File: src/serial_adc_pkg.sv
package serial_adc_pkg;

   // system clock and documented times
   localparam int CLK_PERIOD_NS    = 20;
   localparam int CONV_TIME_NS     = 21000;
   localparam int CYCLE_TIME_NS    = 31000;
   // longest times round down to whole cycles
   localparam int CONV_MAX_CYCLES  = CONV_TIME_NS / CLK_PERIOD_NS;
   localparam int CYCLE_MAX_CYCLES = CYCLE_TIME_NS / CLK_PERIOD_NS;
   localparam int CONV_SYS_CYCLES  = 44;

   // serial framing
   localparam int RESULT_BITS      = 10;
   localparam int ADDR_BITS        = 4;
   localparam int CNT_BITS         = 4;
   localparam int CONV_CNT_BITS    = 6;
   localparam int ADDR_CLOCKS      = 4;
   localparam int FRAME_CLOCKS     = 10;
   localparam int CS_RISE_EDGES    = 2;
   localparam int FIFO_DEPTH       = 16;

   // channel codes and result values
   localparam logic [ADDR_BITS-1:0]   TEST_CHANNEL = 4'hb;
   localparam logic [RESULT_BITS-1:0] TEST_CODE    = 10'h200;
   localparam logic [RESULT_BITS-1:0] RESET_RESULT = 10'h000;

   typedef enum logic [1:0] {PH_IDLE, PH_SHIFT, PH_CONVERT} phase_t;

   // whole state of the sequencer
   typedef struct packed {
      logic [1:0]               cs_sync;
      logic [1:0]               io_sync;
      logic [1:0]               addr_sync;
      logic                     io_prev;
      logic                     cs_low;
      logic [1:0]               cs_stage;
      phase_t                   phase;
      logic [CNT_BITS-1:0]      bit_cnt;
      logic [ADDR_BITS-1:0]     addr_sr;
      logic [ADDR_BITS-1:0]     channel;
      logic [RESULT_BITS-1:0]   out_sr;
      logic [RESULT_BITS-1:0]   last_result;
      logic [RESULT_BITS-1:0]   held_code;
      logic                     data_bit;
      logic                     sampling;
      logic                     hold;
      logic [CONV_CNT_BITS-1:0] conv_cnt;
   } seq_state_t;

endpackage

File: src/serial_adc_control_sequencer.sv
`timescale 1ns/100ps
// Functional notes
// - chip select high: output floats, inputs ignored
// - low select recognised after two rises, one fall
// - recognised low presents previous result msb
// - four-bit address captured msb first on rises
// - first four falls shift out bits two-five
// - sampling starts after fourth falling edge
// - five more falls shift out bits six-ten
// - tenth fall holds, converts in 44 cycles
// - recognised select fall resets, aborts conversion
// - new full sequence aborts, shifts older result
// - shared clock: shift clock low, conversion high
// - shared clock: first two cycles shift nothing
// - conversion starts at tenth fall exactly
// - conversion within 21 us, cycle 31 us
// - system and shift clocks fully independent; code samples the shift clock with the system clock through a synchroniser
// - address 1011 selects internal test channel

// result buffer between converter and output shifter
module result_fifo #(
   parameter int WIDTH = 10,
   parameter int DEPTH = 16
) (
   input  wire logic             clk_in,
   input  wire logic             nrst_in,
   input  wire logic             in_valid_in,
   output logic                  in_ready_out,
   input  wire logic [WIDTH-1:0] in_data_in,
   output logic                  out_valid_out,
   input  wire logic             out_ready_in,
   output logic [WIDTH-1:0]      out_data_out
);
   localparam int PW = $clog2(DEPTH);

   typedef struct packed {
      logic [PW-1:0] wr_ptr;
      logic [PW-1:0] rd_ptr;
      logic [PW:0]   count;
   } fifo_state_t;

   fifo_state_t      state_reg;
   fifo_state_t      state_next;
   logic [WIDTH-1:0] mem [DEPTH];
   logic             do_push;
   logic             do_pop;

   initial
   begin
      if (DEPTH < 2 || (1 << PW) != DEPTH || WIDTH < 1)
         $error("result_fifo: depth must be a power of two");
   end

   // honest full and empty flags
   assign in_ready_out  = (state_reg.count != (PW+1)'(DEPTH));
   assign out_valid_out = (state_reg.count != '0);
   assign out_data_out  = mem[state_reg.rd_ptr];
   assign do_push       = in_valid_in & in_ready_out;
   assign do_pop        = out_ready_in & out_valid_out;

   // pointer and count update
   always_comb
   begin
      state_next = state_reg;
      if (do_push)
         state_next.wr_ptr = state_reg.wr_ptr + 1'b1;
      if (do_pop)
         state_next.rd_ptr = state_reg.rd_ptr + 1'b1;
      if (do_push && !do_pop)
         state_next.count = state_reg.count + 1'b1;
      else if (do_pop && !do_push)
         state_next.count = state_reg.count - 1'b1;
   end

   always_ff @(posedge clk_in)
   begin
      if (!nrst_in)
         state_reg <= '0;
      else
         state_reg <= state_next;
   end

   // storage array, written on push only
   always_ff @(posedge clk_in)
   begin
      if (do_push)
         mem[state_reg.wr_ptr] <= in_data_in;
   end
endmodule

module serial_adc_control_sequencer #(
   parameter int CONV_CYCLES = serial_adc_pkg::CONV_SYS_CYCLES,
   parameter int BUF_DEPTH   = serial_adc_pkg::FIFO_DEPTH
) (
   input  wire logic                                  clk_in,
   input  wire logic                                  nrst_in,
   input  wire logic                                  cs_n_in,
   input  wire logic                                  addr_in,
   input  wire logic                                  io_clk_in,
   input  wire logic                                  shared_clk_mode_in,
   input  wire logic [serial_adc_pkg::RESULT_BITS-1:0] adc_code_in,
   output logic                                       data_out,
   output logic                                       data_oe_out,
   output logic [serial_adc_pkg::ADDR_BITS-1:0]        channel_out,
   output logic                                       sampling_out,
   output logic                                       hold_out,
   output logic                                       converting_out
);
   serial_adc_pkg::seq_state_t                   state_reg;
   serial_adc_pkg::seq_state_t                   state_next;
   logic                                         io_rise;
   logic                                         io_fall;
   logic                                         conv_tick;
   logic                                         push_valid;
   logic                                         push_ready;
   logic                                         pop_ready;
   logic                                         pop_valid;
   logic [serial_adc_pkg::RESULT_BITS-1:0]       pop_data;
   logic [serial_adc_pkg::RESULT_BITS-1:0]       word;
   logic                                         arm;

   // conversion must fit the longest conversion time
   initial
   begin
      if (CONV_CYCLES < 1 || CONV_CYCLES > serial_adc_pkg::CONV_MAX_CYCLES)
         $error("conversion count outside the conversion time");
      if (CONV_CYCLES > (1 << serial_adc_pkg::CONV_CNT_BITS))
         $error("conversion count too wide for its counter");
   end

   result_fifo #(
      .WIDTH (serial_adc_pkg::RESULT_BITS),
      .DEPTH (BUF_DEPTH)
   ) u_fifo (
      .clk_in        (clk_in),
      .nrst_in       (nrst_in),
      .in_valid_in   (push_valid),
      .in_ready_out  (push_ready),
      .in_data_in    (state_reg.held_code),
      .out_valid_out (pop_valid),
      .out_ready_in  (pop_ready),
      .out_data_out  (pop_data)
   );

   // shift clock edges from the synchronised pin
   assign io_rise   = state_reg.io_sync[1] & ~state_reg.io_prev;
   assign io_fall   = ~state_reg.io_sync[1] & state_reg.io_prev;
   // shared mode: common clock runs conversion only while select high
   assign conv_tick = shared_clk_mode_in ? (io_rise & ~state_reg.cs_low) : 1'b1;

   // sequencer next state
   always_comb
   begin
      state_next = state_reg;
      push_valid = 1'b0;
      pop_ready  = 1'b0;
      arm        = 1'b0;
      word       = state_reg.last_result;
      // two-flop synchronisers on select, clock and address pins
      state_next.cs_sync   = {state_reg.cs_sync[0], cs_n_in};
      state_next.io_sync   = {state_reg.io_sync[0], io_clk_in};
      state_next.addr_sync = {state_reg.addr_sync[0], addr_in};
      state_next.io_prev   = state_reg.io_sync[1];

      // conversion counter, waits for buffer room at the end
      if (state_reg.phase == serial_adc_pkg::PH_CONVERT && conv_tick)
      begin
         if (state_reg.conv_cnt == serial_adc_pkg::CONV_CNT_BITS'(CONV_CYCLES - 1))
         begin
            push_valid = 1'b1;
            if (push_ready)
            begin
               state_next.phase = serial_adc_pkg::PH_IDLE;
               state_next.hold  = 1'b0;
            end
         end
         else
            state_next.conv_cnt = state_reg.conv_cnt + 1'b1;
      end

      if (state_reg.cs_sync[1] && !(shared_clk_mode_in && state_reg.cs_low))
      begin
         // select high: shifter idle, pins ignored
         state_next.cs_low   = 1'b0;
         state_next.cs_stage = '0;
      end
      else if (!state_reg.cs_low)
      begin
         // filter: two rising edges then a falling edge
         if (state_reg.cs_stage != 2'(serial_adc_pkg::CS_RISE_EDGES))
         begin
            if (!shared_clk_mode_in || io_rise)
               state_next.cs_stage = state_reg.cs_stage + 1'b1;
         end
         else if (!shared_clk_mode_in || io_fall)
         begin
            state_next.cs_low   = 1'b1;
            state_next.cs_stage = '0;
            state_next.phase    = serial_adc_pkg::PH_IDLE;
            state_next.sampling = 1'b0;
            state_next.hold     = 1'b0;
            state_next.conv_cnt = '0;
            arm                 = 1'b1;
         end
      end
      else
      begin
         unique case (state_reg.phase)
            serial_adc_pkg::PH_IDLE,
            serial_adc_pkg::PH_SHIFT:
            begin
               if (io_rise)
               begin
                  state_next.phase = serial_adc_pkg::PH_SHIFT;
                  if (state_reg.bit_cnt < serial_adc_pkg::CNT_BITS'(serial_adc_pkg::ADDR_CLOCKS))
                     state_next.addr_sr = {state_reg.addr_sr[serial_adc_pkg::ADDR_BITS-2:0],
                                           state_reg.addr_sync[1]};
               end
               else if (io_fall && state_reg.phase == serial_adc_pkg::PH_SHIFT)
               begin
                  // next result bit, msb side first
                  state_next.bit_cnt  = state_reg.bit_cnt + 1'b1;
                  state_next.out_sr   = {state_reg.out_sr[serial_adc_pkg::RESULT_BITS-2:0], 1'b0};
                  state_next.data_bit = state_reg.out_sr[serial_adc_pkg::RESULT_BITS-2];
                  if (state_reg.bit_cnt == serial_adc_pkg::CNT_BITS'(serial_adc_pkg::ADDR_CLOCKS - 1))
                  begin
                     state_next.channel  = state_reg.addr_sr;
                     state_next.sampling = 1'b1;
                  end
                  if (state_reg.bit_cnt == serial_adc_pkg::CNT_BITS'(serial_adc_pkg::FRAME_CLOCKS - 1))
                  begin
                     // hold at the tenth fall, convert at once
                     state_next.sampling  = 1'b0;
                     state_next.hold      = 1'b1;
                     state_next.phase     = serial_adc_pkg::PH_CONVERT;
                     state_next.conv_cnt  = '0;
                     state_next.held_code = (state_reg.channel == serial_adc_pkg::TEST_CHANNEL)
                                            ? serial_adc_pkg::TEST_CODE : adc_code_in;
                     arm                  = 1'b1;
                  end
               end
               else if (state_reg.phase == serial_adc_pkg::PH_IDLE && state_reg.bit_cnt == '0 && pop_valid)
                  arm = 1'b1; // fresh result while idle with select low
            end
            serial_adc_pkg::PH_CONVERT:
            begin
               // outside shared mode, a new sequence abandons the running conversion
               if (io_rise && !shared_clk_mode_in)
               begin
                  state_next.phase    = serial_adc_pkg::PH_SHIFT;
                  state_next.hold     = 1'b0;
                  state_next.conv_cnt = '0;
                  state_next.addr_sr  = {state_reg.addr_sr[serial_adc_pkg::ADDR_BITS-2:0],
                                         state_reg.addr_sync[1]};
               end
            end
            default:
               state_next.phase = serial_adc_pkg::PH_IDLE;
         endcase
         // shared mode: a high select also needs two rises then a fall
         if (state_reg.cs_sync[1])
         begin
            if (state_reg.cs_stage != 2'(serial_adc_pkg::CS_RISE_EDGES))
            begin
               if (io_rise)
                  state_next.cs_stage = state_reg.cs_stage + 1'b1;
            end
            else if (io_fall)
            begin
               // tenth fall handled above, common clock now converts
               state_next.cs_low   = 1'b0;
               state_next.cs_stage = '0;
            end
         end
         else
            state_next.cs_stage = '0;
      end

      // load the output shifter from buffer or last result
      if (arm)
      begin
         pop_ready              = pop_valid;
         word                   = pop_valid ? pop_data : state_reg.last_result;
         state_next.last_result = word;
         state_next.out_sr      = word;
         state_next.data_bit    = word[serial_adc_pkg::RESULT_BITS-1];
         state_next.bit_cnt     = '0;
      end
   end

   // state register, synchronous reset
   always_ff @(posedge clk_in)
   begin
      if (!nrst_in)
      begin
         state_reg             <= '0;
         state_reg.cs_sync     <= 2'h3;
         state_reg.phase       <= serial_adc_pkg::PH_IDLE;
         state_reg.last_result <= serial_adc_pkg::RESET_RESULT;
      end
      else
         state_reg <= state_next;
   end

   // pin and status outputs
   assign data_out       = state_reg.data_bit;
   assign data_oe_out    = state_reg.cs_low & ~state_reg.cs_sync[1];
   assign channel_out    = state_reg.channel;
   assign sampling_out   = state_reg.sampling;
   assign hold_out       = state_reg.hold;
   assign converting_out = (state_reg.phase == serial_adc_pkg::PH_CONVERT);
endmodule

File: config.mk
export PLATFORM = sky130hd
export DESIGN_NAME = serial_adc_control_sequencer
export DESIGN_NICKNAME = d
export VERILOG_FILES = /design/src/serial_adc_pkg.sv /design/src/serial_adc_control_sequencer.sv
export SDC_FILE = /design/constraint.sdc
export NUM_CORES = 1
export LEC_CHECK = 0
export ABC_AREA = 1
export BUFFER_PORTS_ARGS = -buffer_cell sky130_fd_sc_hd__buf_2
export CAP_MARGIN = 0
export CORE_MARGIN = 5
export CORE_UTILIZATION = 45
export CTS_CLUSTER_DIAMETER = 50
export DETAILED_ROUTE_END_ITERATION = 10
export PLACE_DENSITY_LB_ADDON = 0.05
export SLEW_MARGIN = 20
export SYNTH_ARGS = -nofsm -noshare
export SYNTH_HDL_FRONTEND = slang
export SYNTH_SLANG_ARGS = --single-unit
export TNS_END_PERCENT = 50
File: constraint.sdc
create_clock -name clk_in -period 3.35 [get_ports clk_in]
set_input_delay 0.67 -clock clk_in [delete_from_list [all_inputs] [get_ports clk_in]]
set_output_delay 0.67 -clock clk_in [all_outputs]
set_load 0.01 [all_outputs]
==> metrics.cfg, run 1 <==
[die]
start_util_pct=45.9
core_area_um2=22000
io_pins=25
fp.dieH_um=160
chipWidth_um=160
dieArea_um2=25500
row_count=54

[finish]
largest_register_ffs=160
syn2layout_area_growth_pct=13.5
design_area_um2=11400
num-fill-cells=1992
final_common_cell=nor2_1
fin_util_pct=52.0
n_antenna_cell=0
drive_gt1_share_pct=11.8
nNetsFinal=1091
final_cell_mix=226 x nor2_1, 160 x edfxtp_1, 124 x nand2_1, 98 x o21ai_0, 91 x nand3_1

[synth]
yosysWarnings=0
synth-seq-cells=239
avgSynthCellArea_um2=9.81
synth_nets=1058
syn-cell-area_um2=10100
ys_seq_area_share_pct=63.4
synth_cell_type_count=40
synthCells=1027

[clock_tree]
clk-insertion-delay-late_ps=550
cts_tree=built
cts_resized=0
cts_setup_buffers=0
clock_sinks=239
cts_max_level=1
clkTransAtPathRegs_ps=50
cts_max_path_buffers=3
cts-buffers-inserted=29
root_buffer=clkbuf_16
cts_hold_buf=0

[detailed_routing]
drt_iter0_markers=448
wl_per_cell_um=17.3
postRouteAntennaNets=0
viasPerCell=5.13
routed_wl_um=23600
first_pass_iters=4
via_count=6990
drc=0

[setup_path]
critPathLaunch=state_reg[52]$_SDFF_PN0_
r2r_start=state_reg[52]$_SDFF_PN0_
crit_fanout=8
reg2reg_depth=17
critPathRequiredTime_ps=3770
worst_setup_path_end_kind=flip-flop
reg2reg_slack_ps=590
cp-start-kind=flip-flop
cp.arrival_ps=3180
timing.rr.end=u_fifo.state_reg[4]$_SDFFE_PN0P_
path_class=flip-flop to flip-flop

[global_routing]
grt_max_degree=81
globalRoute.totalOverflow=0
grt_pass1_wl_um=37100
grt.total_usage_pct=18.1
grt_antenna_before_repair=0
grt_pass1_vias=6638

[timing]
fin_ws_ps=591
finalSetupViolations=0
maxSlewViolCount=0
period_share_pct=82.4
worst_pin_slew_ps=849
rsz0062_at_grt=no
hold_viol_final=0
fin_worst_skew_ps=30.3
finalSetupTns_ps=0
slew_headroom_pct=43.3
fmaxAchievable_mhz=362
post-route-min-period_ps=2760

[placement]
place_hpwl_um=14300
place_ws_ps=317
placed_area_um2=10500
io_buffers=24
gp_congestion=0.809

[power]
powerDensity_nw_per_um2=531
p_leak_uw=0.00456
ir_worst_vdd_uv=416

[hold_path]
hold_depth=3
hold_start=addr_in
worstHoldEndpoint=state_next[58]$_SDFF_PN0_
hold_class=primary input to flip-flop

[job]
maxCapViolations=0

[status]
status=finished clean

-- how the worst max path moves through the flow --
stage	end	slack (ps)
after global placement	u_fifo.state_reg[4]$_SDFFE_PN0P_	370
after detailed placement	u_fifo.state_reg[4]$_SDFFE_PN0P_	320
after floorplan	u_fifo.state_reg[4]$_SDFFE_PN0P_	680
final	u_fifo.state_reg[4]$_SDFFE_PN0P_	590
after CTS	u_fifo.state_reg[4]$_SDFFE_PN0P_	590
after global routing	u_fifo.state_reg[4]$_SDFFE_PN0P_	290
-- critical path: stages (launching register included) --
cell and delay, ps:
dfxtp_1 360, inv_2 80, nor2_2 140, inv_2 60, nor2_2 140, nand2_2 100, nor2_2 160, o21ai_2 150
clkinv_2 120, ha_1 230, inv_1 120, ha_1 330, a21oi_1 150, nor2_1 60, o21ai_0 150, nand3_1 100
o21ai_0 150, a21oi_1 50
-- synthesized netlist by cell type --
cell	instances	area (um^2)
nor2_1	226	848
edfxtp_1	160	4800
nand2_1	124	465
o21ai_0	98	490
nand3_1	91	455
dfxtp_1	79	1580
inv_1	52	195
a21oi_1	48	240
clkbuf_1	22	82.6
buf_2	17	85.1
ha_1	14	175
o21ai_1	10	50.1
inv_2	9	33.8
o21a_1	9	67.6
nor2_2	7	43.8
buf_4	6	45.0
xor2_1	6	52.6
buf_1	5	18.8
nand2_2	5	31.3
nor3_1	5	25.0
nand4_1	4	25.0
o211ai_1	4	30.0
xnor2_1	3	26.3
clkinv_1	2	7.51
nand3_2	2	20.0
nor2_4	2	22.5
nor3b_1	2	15.0
o21ai_2	2	17.5
or2_2	2	12.5
a21oi_2	1	8.76
a41oi_1	1	8.76
and3_1	1	6.26
buf_6	1	11.3
clkinv_2	1	5.00
fa_1	1	20.0
mux2i_1	1	10.0
nand2_4	1	11.3
o221ai_1	1	8.76
o22ai_1	1	6.26
o31ai_1	1	7.51
-- per-stage QoR --
stage	instances	hold WS [ps]	total power [uW]
2_1_floorplan	1027	390	3210
3_5_place_dp	1309	403	3230
3_3_place_gp	1309	401	3230
6_report	1362	317	6070
5_1_grt	1362	309	6270
4_1_cts	1362	293	6140
-- cell type report --
type | count | area, um^2 | share of cell area [%]
Clock buffer | 38 | 769 | 6.73
Tap cell | 280 | 350 | 3.07
Sequential cell | 239 | 6390 | 55.9
Timing Repair Buffer | 53 | 350 | 3.07
Multi-Input combinational cell | 673 | 3200 | 28.0
Inverter | 64 | 241 | 2.11
Clock inverter | 15 | 125 | 1.09
-- layer usage --
metal | share of wire (%) | GRT usage [%] | wire [um]
met1 | 48 | 26.7 | 11300
met2 | 45 | 28.1 | 10500
met3 | 5.6 | 2.71 | 1320
met4 | 1.9 | 4.73 | 456
met5 | 0 | 0 | 0
-- kinds of logic (layout without fill, tap and decap cells) --
logic type	after synthesis	count (layout)	synth area share [%]
and+or+nand+nor	472	472	19.7
AOI/OAI and AO/OA	176	176	9.29
buffers and inverters	115	170	4.81
muxes	1	1	0.0994
adders and majority gates	15	15	1.94
xor gates and xnor gates	9	9	0.783
DFF	239	239	63.4
-- power by group --
| part | internal (uW) | switching [uW] |
|---|---|---|
| Clock | 1700 | 1200 |
| Sequential | 3110 | 2.08 |
| Combinational | 16.4 | 32.6 |
| Total | 4830 | 1240 |
Note: power is estimated with default switching activity, not from simulation.
==> run 2, diff against run 1 <==
- clock period: 3.35 -> 2.2 ns (I/O delays scaled with it)
==> run 2 against run 1 <==
Against the previous run: sequential share of layout area down 2.8 points; the run now ends with negative setup slack left; clock skew down 4.7 ps; highest routed layer unchanged; largest cell class unchanged; largest power group unchanged; global-route usage up 0.33 points; total power up 52%; flip-flop and latch count unchanged.
==> metrics.cfg, run 2 (synthesis results as in run 1) <==
[status]
status=finished with violations  ; was finished clean
violations=negative setup slack

[power]
ir_worst_vdd_uv=659  ; was 416 uV
p_total_uw=9240  ; was 6070 uW
p_leak_uw=0.00484  ; was 0.00456 uW
powerDensity_nw_per_um2=766  ; was 531 nW/um^2

[die]
start_util_pct=45.9  ; unchanged
chipWidth_um=160  ; unchanged
core_area_um2=22000  ; unchanged
fp.dieH_um=160  ; unchanged
io_pins=25  ; unchanged
row_count=54  ; unchanged
dieArea_um2=25500  ; unchanged

[global_routing]
grt_pass1_wl_um=37800  ; was 37,100 um
grt_antenna_before_repair=0  ; unchanged
grt_pass1_vias=6780  ; was 6,638
grt_max_degree=48  ; was 81
globalRoute.totalOverflow=0  ; unchanged
grt.total_usage_pct=18.4  ; was 18.1%

[setup_path]
crit_fanout=4  ; was 8
r2r_start=state_reg[47]$_SDFFE_PP0P_  ; was state_reg[52]$_SDFF_PN0_
path_class=flip-flop to flip-flop  ; unchanged
reg2reg_slack_ps=-90  ; was 590 ps
cpMostUsedCell=nand2_1  ; was nor2_2
reg2reg_depth=19  ; was 17
critPathRequiredTime_ps=2610  ; was 3770 ps
critPathMaxStageDelay_ps=380  ; was 360 ps
slowest_stage=fa_2  ; was dfxtp_1
timing.rr.end=u_fifo.state_reg[4]$_SDFFE_PN0P_  ; unchanged
crit_chain=inv_4, ha_4, nand2_1, nor2_1, nand2_1, nand2_1, nand2_1, nand2_2, nand3_4, ha_4, fa_2, inv_2, a21oi_2, nor2_2, nor2_1, nand2_1, nand3_2, o21ai_1, a21oi_1  ; was inv_2, nor2_2, inv_2, nor2_2, nand2_2, nor2_2, o21ai_2, clkinv_2, ha_1, inv_1, ha_1, a21oi_1, nor2_1, o21ai_0, nand3_1, o21ai_0, a21oi_1
cp.arrival_ps=2700  ; was 3180 ps
cp-start-kind=flip-flop  ; unchanged
worst_setup_path_end_kind=flip-flop  ; unchanged

[timing]
whs_ps=93.9  ; was 317 ps
rsz0062_at_grt=yes  ; was no
slew_headroom_pct=43.1  ; was 43.3%
fin_worst_skew_ps=25.6  ; was 30.3 ps
worst_pin_slew_ps=852  ; was 849 ps
hold_viol_final=0  ; unchanged
fin_ws_ps=-92.4  ; was 591 ps
post-route-min-period_ps=2290  ; was 2760 ps
finalSetupViolations=1  ; was 0
period_share_pct=104  ; was 82.4%
maxSlewViolCount=0  ; unchanged
fmaxAchievable_mhz=436  ; was 362 MHz

[placement]
io_buffers=24  ; unchanged
place_hpwl_um=15200  ; was 14,300 um
place_ws_ps=-251  ; was 317 ps
placed_area_um2=11000  ; was 10,500 um^2
placedCellCount=1355  ; was 1,309
gp_congestion=0.815  ; was 0.809

[detailed_routing]
first_pass_iters=5  ; was 4
viasPerCell=5.06  ; was 5.13
drc=0  ; unchanged
drt_iter0_markers=519  ; was 448
routed_wl_um=23900  ; was 23,600 um
postRouteAntennaNets=0  ; unchanged
via_count=7143  ; was 6,990
wl_per_cell_um=17.0  ; was 17.3 um

[hold_path]
hold_class=primary input to flip-flop  ; unchanged
hold_depth=3  ; unchanged
worstHoldEndpoint=state_next[58]$_SDFF_PN0_  ; unchanged
hold_start=addr_in  ; unchanged

[finish]
final_cell_mix=221 x nor2_1, 160 x edfxtp_1, 121 x nand2_1, 95 x o21ai_0, 89 x nand3_1  ; was 226 x nor2_1, 160 x edfxtp_1, 124 x nand2_1, 98 x o21ai_0, 91 x nand3_1
final_cells=1411  ; was 1,362
final_common_cell=nor2_1  ; unchanged
drive_gt1_share_pct=18.9  ; was 11.8%
n_antenna_cell=0  ; unchanged
nNetsFinal=1142  ; was 1,091
design_area_um2=12100  ; was 11,400 um^2
syn2layout_area_growth_pct=19.7  ; was 13.5%
largest_register_ffs=160  ; unchanged

[clock_tree]
cts-buffers-inserted=28  ; was 29
clk-insertion-delay-late_ps=540  ; was 550 ps
clkTransAtPathRegs_ps=60  ; was 50 ps
clock_sinks=239  ; unchanged
cts_max_level=1  ; unchanged
cts_max_path_buffers=3  ; unchanged
root_buffer=clkbuf_16  ; unchanged
cts_tree=built  ; unchanged

[job]
maxCapViolations=0  ; unchanged

run 2: changes by cell type in the layout (fill, tap and decap cells not counted), moves of 6 or more:
cell,before,now
dfxtp_2,2,8
buf_4,28,70
inv_1,52,45
ha_4,0,7
buf_6,0,8
dfxtp_1,77,70
ha_1,14,7
run 2: how the worst max path moves through the flow:
stage	startpoint	endpoint	slack, ps	cells past startpoint
finish	state_reg[47]$_SDFFE_PP0P_	u_fifo.state_reg[4]$_SDFFE_PN0P_	-90	19
global route	state_reg[47]$_SDFFE_PP0P_	u_fifo.state_reg[4]$_SDFFE_PN0P_	-240	19
CTS	state_reg[1]$_SDFF_PN0_	u_fifo.state_reg[4]$_SDFFE_PN0P_	-60	16
detailed placement	shared_clk_mode_in	u_fifo.state_reg[4]$_SDFFE_PN0P_	-250	17
global placement	shared_clk_mode_in	u_fifo.state_reg[4]$_SDFFE_PN0P_	-220	17
floorplan	state_reg[48]$_SDFFE_PP0P_	u_fifo.state_reg[4]$_SDFFE_PN0P_	-30	17
run 2: power breakdown:
part           internal [uW]  switching [uW]  total (uW)  leakage, uW
clock                   2640            1770        4420     0.000434
combinational           31.5            52.5        83.9      0.00190
sequential              4740            3.47        4740      0.00250
total                   7410            1830        9240      0.00484
run 2: worst max-delay path, delay by kind of cell, from the launching register on:
family | cells | cell delay (ps)
buffers and inverters | 2 | 120
DFF | 1 | 370
and+or+nand+nor | 11 | 770
adders and majority gates | 3 | 690
AOI/OAI and AO/OA | 3 | 230
run 2: stage by stage:
step           util (%)  setup TNS (ps)
3_3_place_gp       49.9            -412
3_5_place_dp       49.9            -515
5_1_grt            54.9            -426
4_1_cts            54.5            -103
2_1_floorplan         -           -32.3
6_report           54.9           -92.4
run 2: layer usage:
metal	GRT usage [%]	vias to the layer above	routed length (um)
met4	3.98	0	311
met5	0	-	0
li1	-	3652	-
met3	2.60	23	956
met2	29.6	121	11100
met1	26.7	3347	11600
run 2: cell type report:
type,count,area (um^2)
well taps,280,350
clock buffers,42,803
fillers,1902,9900
repair buffers,105,796
clock inverters,8,90.1
flip-flops and latches,239,6400
multi-input cells,673,3360
inverters,64,253
run 2: what timing repair did:
item | in CTS | in global routing
gates resized for setup | 21 | 25
endpoints found under the setup margin | 3 | 120
buffers inserted | 4 | 2
pin swaps | 17 | 13
hold buffers | 0 | 0
cloned | 0 | 0
==> run 3, diff against run 2 <==
- CORE_MARGIN: 5 -> default
- TNS_END_PERCENT: 50 -> default
==> run 3 against run 2 <==
Against the previous run: utilization rose by 0.72 points; setup slack worse by 30 ps; critical path depth is 3 lower; highest routed layer unchanged; non-clock buffer count increased by 1; worst hold slack got worse by 4.4 ps; maximum frequency is 1.3% lower; final area up 1.0%; clock skew about the same; total power rose by 5.0%; clock power increased by 10%; sequential share of layout area down 0.55 points; first-iteration DRC count fell by 16%; the run still ends with negative setup slack left.
==> metrics.cfg, run 3 (synthesis results as in run 1) <==
[setup_path]
worst_setup_path_end_kind=flip-flop  ; unchanged
crit_fanout=5  ; was 4
cp.arrival_ps=2750  ; was 2700 ps
cp-start-kind=flip-flop  ; unchanged
critPathMaxStageDelay_ps=330  ; was 380 ps
cp-endpoint=u_fifo.state_reg[4]$_SDFFE_PN0P_  ; unchanged
critPathLaunch=state_reg[1]$_SDFF_PN0_  ; was state_reg[47]$_SDFFE_PP0P_
crit_family=simple AND/OR/NAND/NOR gates  ; unchanged
reg2reg_depth=16  ; was 19
critPathRequiredTime_ps=2630  ; was 2610 ps
slowest_stage=dfxtp_2  ; was fa_2
r2r_start=state_reg[1]$_SDFF_PN0_  ; was state_reg[47]$_SDFFE_PP0P_
crit_chain=ha_2, inv_2, nor2_1, nand4_1, nor2_4, o21ai_4, clkinv_4, ha_4, inv_4, ha_4, a21oi_4, nor2_4, o21ai_2, nand3_2, o21ai_1, a21oi_1  ; was inv_4, ha_4, nand2_1, nor2_1, nand2_1, nand2_1, nand2_1, nand2_2, nand3_4, ha_4, fa_2, inv_2, a21oi_2, nor2_2, nor2_1, nand2_1, nand3_2, o21ai_1, a21oi_1
reg2reg_slack_ps=-120  ; was -90 ps
path_class=flip-flop to flip-flop  ; unchanged
crit_cells=16  ; was 19
timing.rr.end=u_fifo.state_reg[4]$_SDFFE_PN0P_  ; unchanged
cp_num_buf_inv=3  ; was 2

[global_routing]
grt_max_degree=54  ; was 48
grt_pass1_wl_um=36500  ; was 37,800 um
grt_pass1_vias=6602  ; was 6,780
grt_antenna_before_repair=0  ; unchanged
globalRoute.totalOverflow=0  ; unchanged
grt.total_usage_pct=20.9  ; was 18.4%

[job]
maxCapViolations=0  ; unchanged

[detailed_routing]
first_pass_iters=5  ; unchanged
postRouteAntennaNets=0  ; unchanged
viasPerCell=5.06  ; about the same
drt_iter0_markers=436  ; was 519
via_count=7173  ; was 7,143
wl_per_cell_um=16.5  ; was 17.0 um
routed_wl_um=23400  ; was 23,900 um
drc=0  ; unchanged

[die]
io_pins=25  ; unchanged
fp.dieH_um=152  ; was 160 um
row_count=54  ; unchanged
dieArea_um2=23000  ; was 25,500 um^2
core_area_um2=21900  ; was 22,000 um^2
start_util_pct=46.0  ; was 45.9%
chipWidth_um=152  ; was 160 um

[status]
status=finished with violations  ; unchanged
violations=negative setup slack  ; unchanged

[timing]
period_share_pct=106  ; was 104%
slew_headroom_pct=43.1  ; about the same
hold_viol_final=0  ; unchanged
finalSetupTns_ps=-193  ; was -92.4 ps
maxSlewViolCount=0  ; unchanged
finalSetupViolations=2  ; was 1
fmaxAchievable_mhz=431  ; was 436 MHz
worst_pin_slew_ps=853  ; was 852 ps
rsz0062_at_grt=yes  ; unchanged
fin_ws_ps=-122  ; was -92.4 ps
fin_worst_skew_ps=25.5  ; was 25.6 ps
post-route-min-period_ps=2320  ; was 2290 ps

[power]
p_sw_share_pct=20.1  ; was 19.8%
power_frac_seq_pct=48.9  ; was 51.3%
p_int_uw=7750  ; was 7410 uW
powerDensity_nw_per_um2=797  ; was 766 nW/um^2
ir_worst_vdd_uv=647  ; was 659 uV
switching_power_uw=1950  ; was 1830 uW
p_leak_uw=0.00490  ; was 0.00484 uW
power_frac_comb_pct=0.8  ; was 0.9%
p_clk_share_pct=50.3  ; was 47.8%
p_total_uw=9700  ; was 9240 uW

[finish]
drive_gt1_share_pct=19.9  ; was 18.9%
num-fill-cells=1952  ; was 1,902
largest_register_ffs=160  ; unchanged
final_cell_mix=218 x nor2_1, 160 x edfxtp_1, 119 x nand2_1, 95 x o21ai_0, 90 x nand3_1  ; was 221 x nor2_1, 160 x edfxtp_1, 121 x nand2_1, 95 x o21ai_0, 89 x nand3_1
syn2layout_area_growth_pct=20.9  ; was 19.7%
nNetsFinal=1145  ; was 1,142
multi_input_area_um2=3380  ; was 3360 um^2
final_common_cell=nor2_1  ; unchanged
n_antenna_cell=0  ; unchanged
regArea_um2=6400  ; about the same

[placement]
place_hpwl_um=14800  ; was 15,200 um
gp_congestion=0.808  ; was 0.815
io_buffers=24  ; unchanged

[clock_tree]
root_buffer=clkbuf_16  ; unchanged
cts_max_level=1  ; unchanged
clk-insertion-delay-late_ps=550  ; was 540 ps
cts_hold_buf=0  ; unchanged
cts-buffers-inserted=30  ; was 28
cts_tree=built  ; unchanged
clkTransAtPathRegs_ps=60  ; about the same
cts_max_path_buffers=3  ; unchanged
clock_sinks=239  ; unchanged

[hold_path]
hold_depth=3  ; unchanged
hold_class=primary input to flip-flop  ; unchanged

[run 3: cell count changes in the layout (fill, tap and decap cells not counted), sizes merged]
| cell | change |
|---|---|
| clkinvlp | +3 |
| bufinv | +3 |
| clkbuf | -9 |
| buf | -1 |
| clkinv | +9 |
| inv | +1 |
[run 3: per-stage QoR]
step | worst slack, ps | utilization (%) | hold slack (ps) | instances | cell area, um^2
2_1_floorplan | -32.3 | - | 390 | 1027 | 10100
3_3_place_gp | -214 | 49.9 | 406 | 1353 | 10900
3_5_place_dp | -269 | 49.9 | 414 | 1353 | 10900
4_1_cts | -94.6 | 54.8 | 75.0 | 1411 | 12000
5_1_grt | -289 | 55.6 | 78.1 | 1417 | 12200
6_report | -122 | 55.6 | 89.5 | 1417 | 12200
[run 3: worst min-delay path, cell delays in order]
cell     delay, ps
buf_2           70
nand2_1         40
inv_1           40
[run 3: repair_timing]
action                     CTS  global route
setup endpoints to repair    3           136
pin swaps                    7            17
gates resized for setup     11            43
setup buffers                3             3
gates cloned                 0             3
[run 3: worst min-delay path by stage]
stage,from,to
2_1_floorplan,state_next[60]$_SDFF_PN0_,state_next[56]$_SDFF_PN0_
3_3_place_gp,state_next[58]$_SDFF_PN0_,state_reg[58]$_SDFF_PN0_
3_5_place_dp,state_next[62]$_SDFF_PN1_,state_reg[62]$_SDFF_PN1_
4_1_cts,addr_in,state_next[58]$_SDFF_PN0_
5_1_grt,addr_in,state_next[58]$_SDFF_PN0_
6_report,addr_in,state_next[58]$_SDFF_PN0_
[run 3: area by class of cell]
class,count,area share (%)
clock buffers,31,6.20
well taps,280,2.88
multi-input cells,673,27.8
clock inverters,24,2.12
flip-flops and latches,239,52.5
repair buffers,106,6.42
inverters,64,2.08
[run 3: metal layers]
layer | routed length (um) | GRT usage [%] | up-vias
li1 | - | - | 3668
met1 | 11500 | 31.3 | 3352
met2 | 10500 | 31.9 | 120
met3 | 957 | 2.84 | 33
met4 | 427 | 5.45 | 0
met5 | 0 | 0 | -
[run 3: power by group through the flow]
stage	sequential, uW	clock [uW]	combinational [uW]
after global placement	4840	0	77.4
after global routing	4740	5170	89.4
after floorplan	4840	0	45.9
after CTS	4740	4980	78.8
after detailed placement	4840	0	78.0
final	4740	4880	78.4
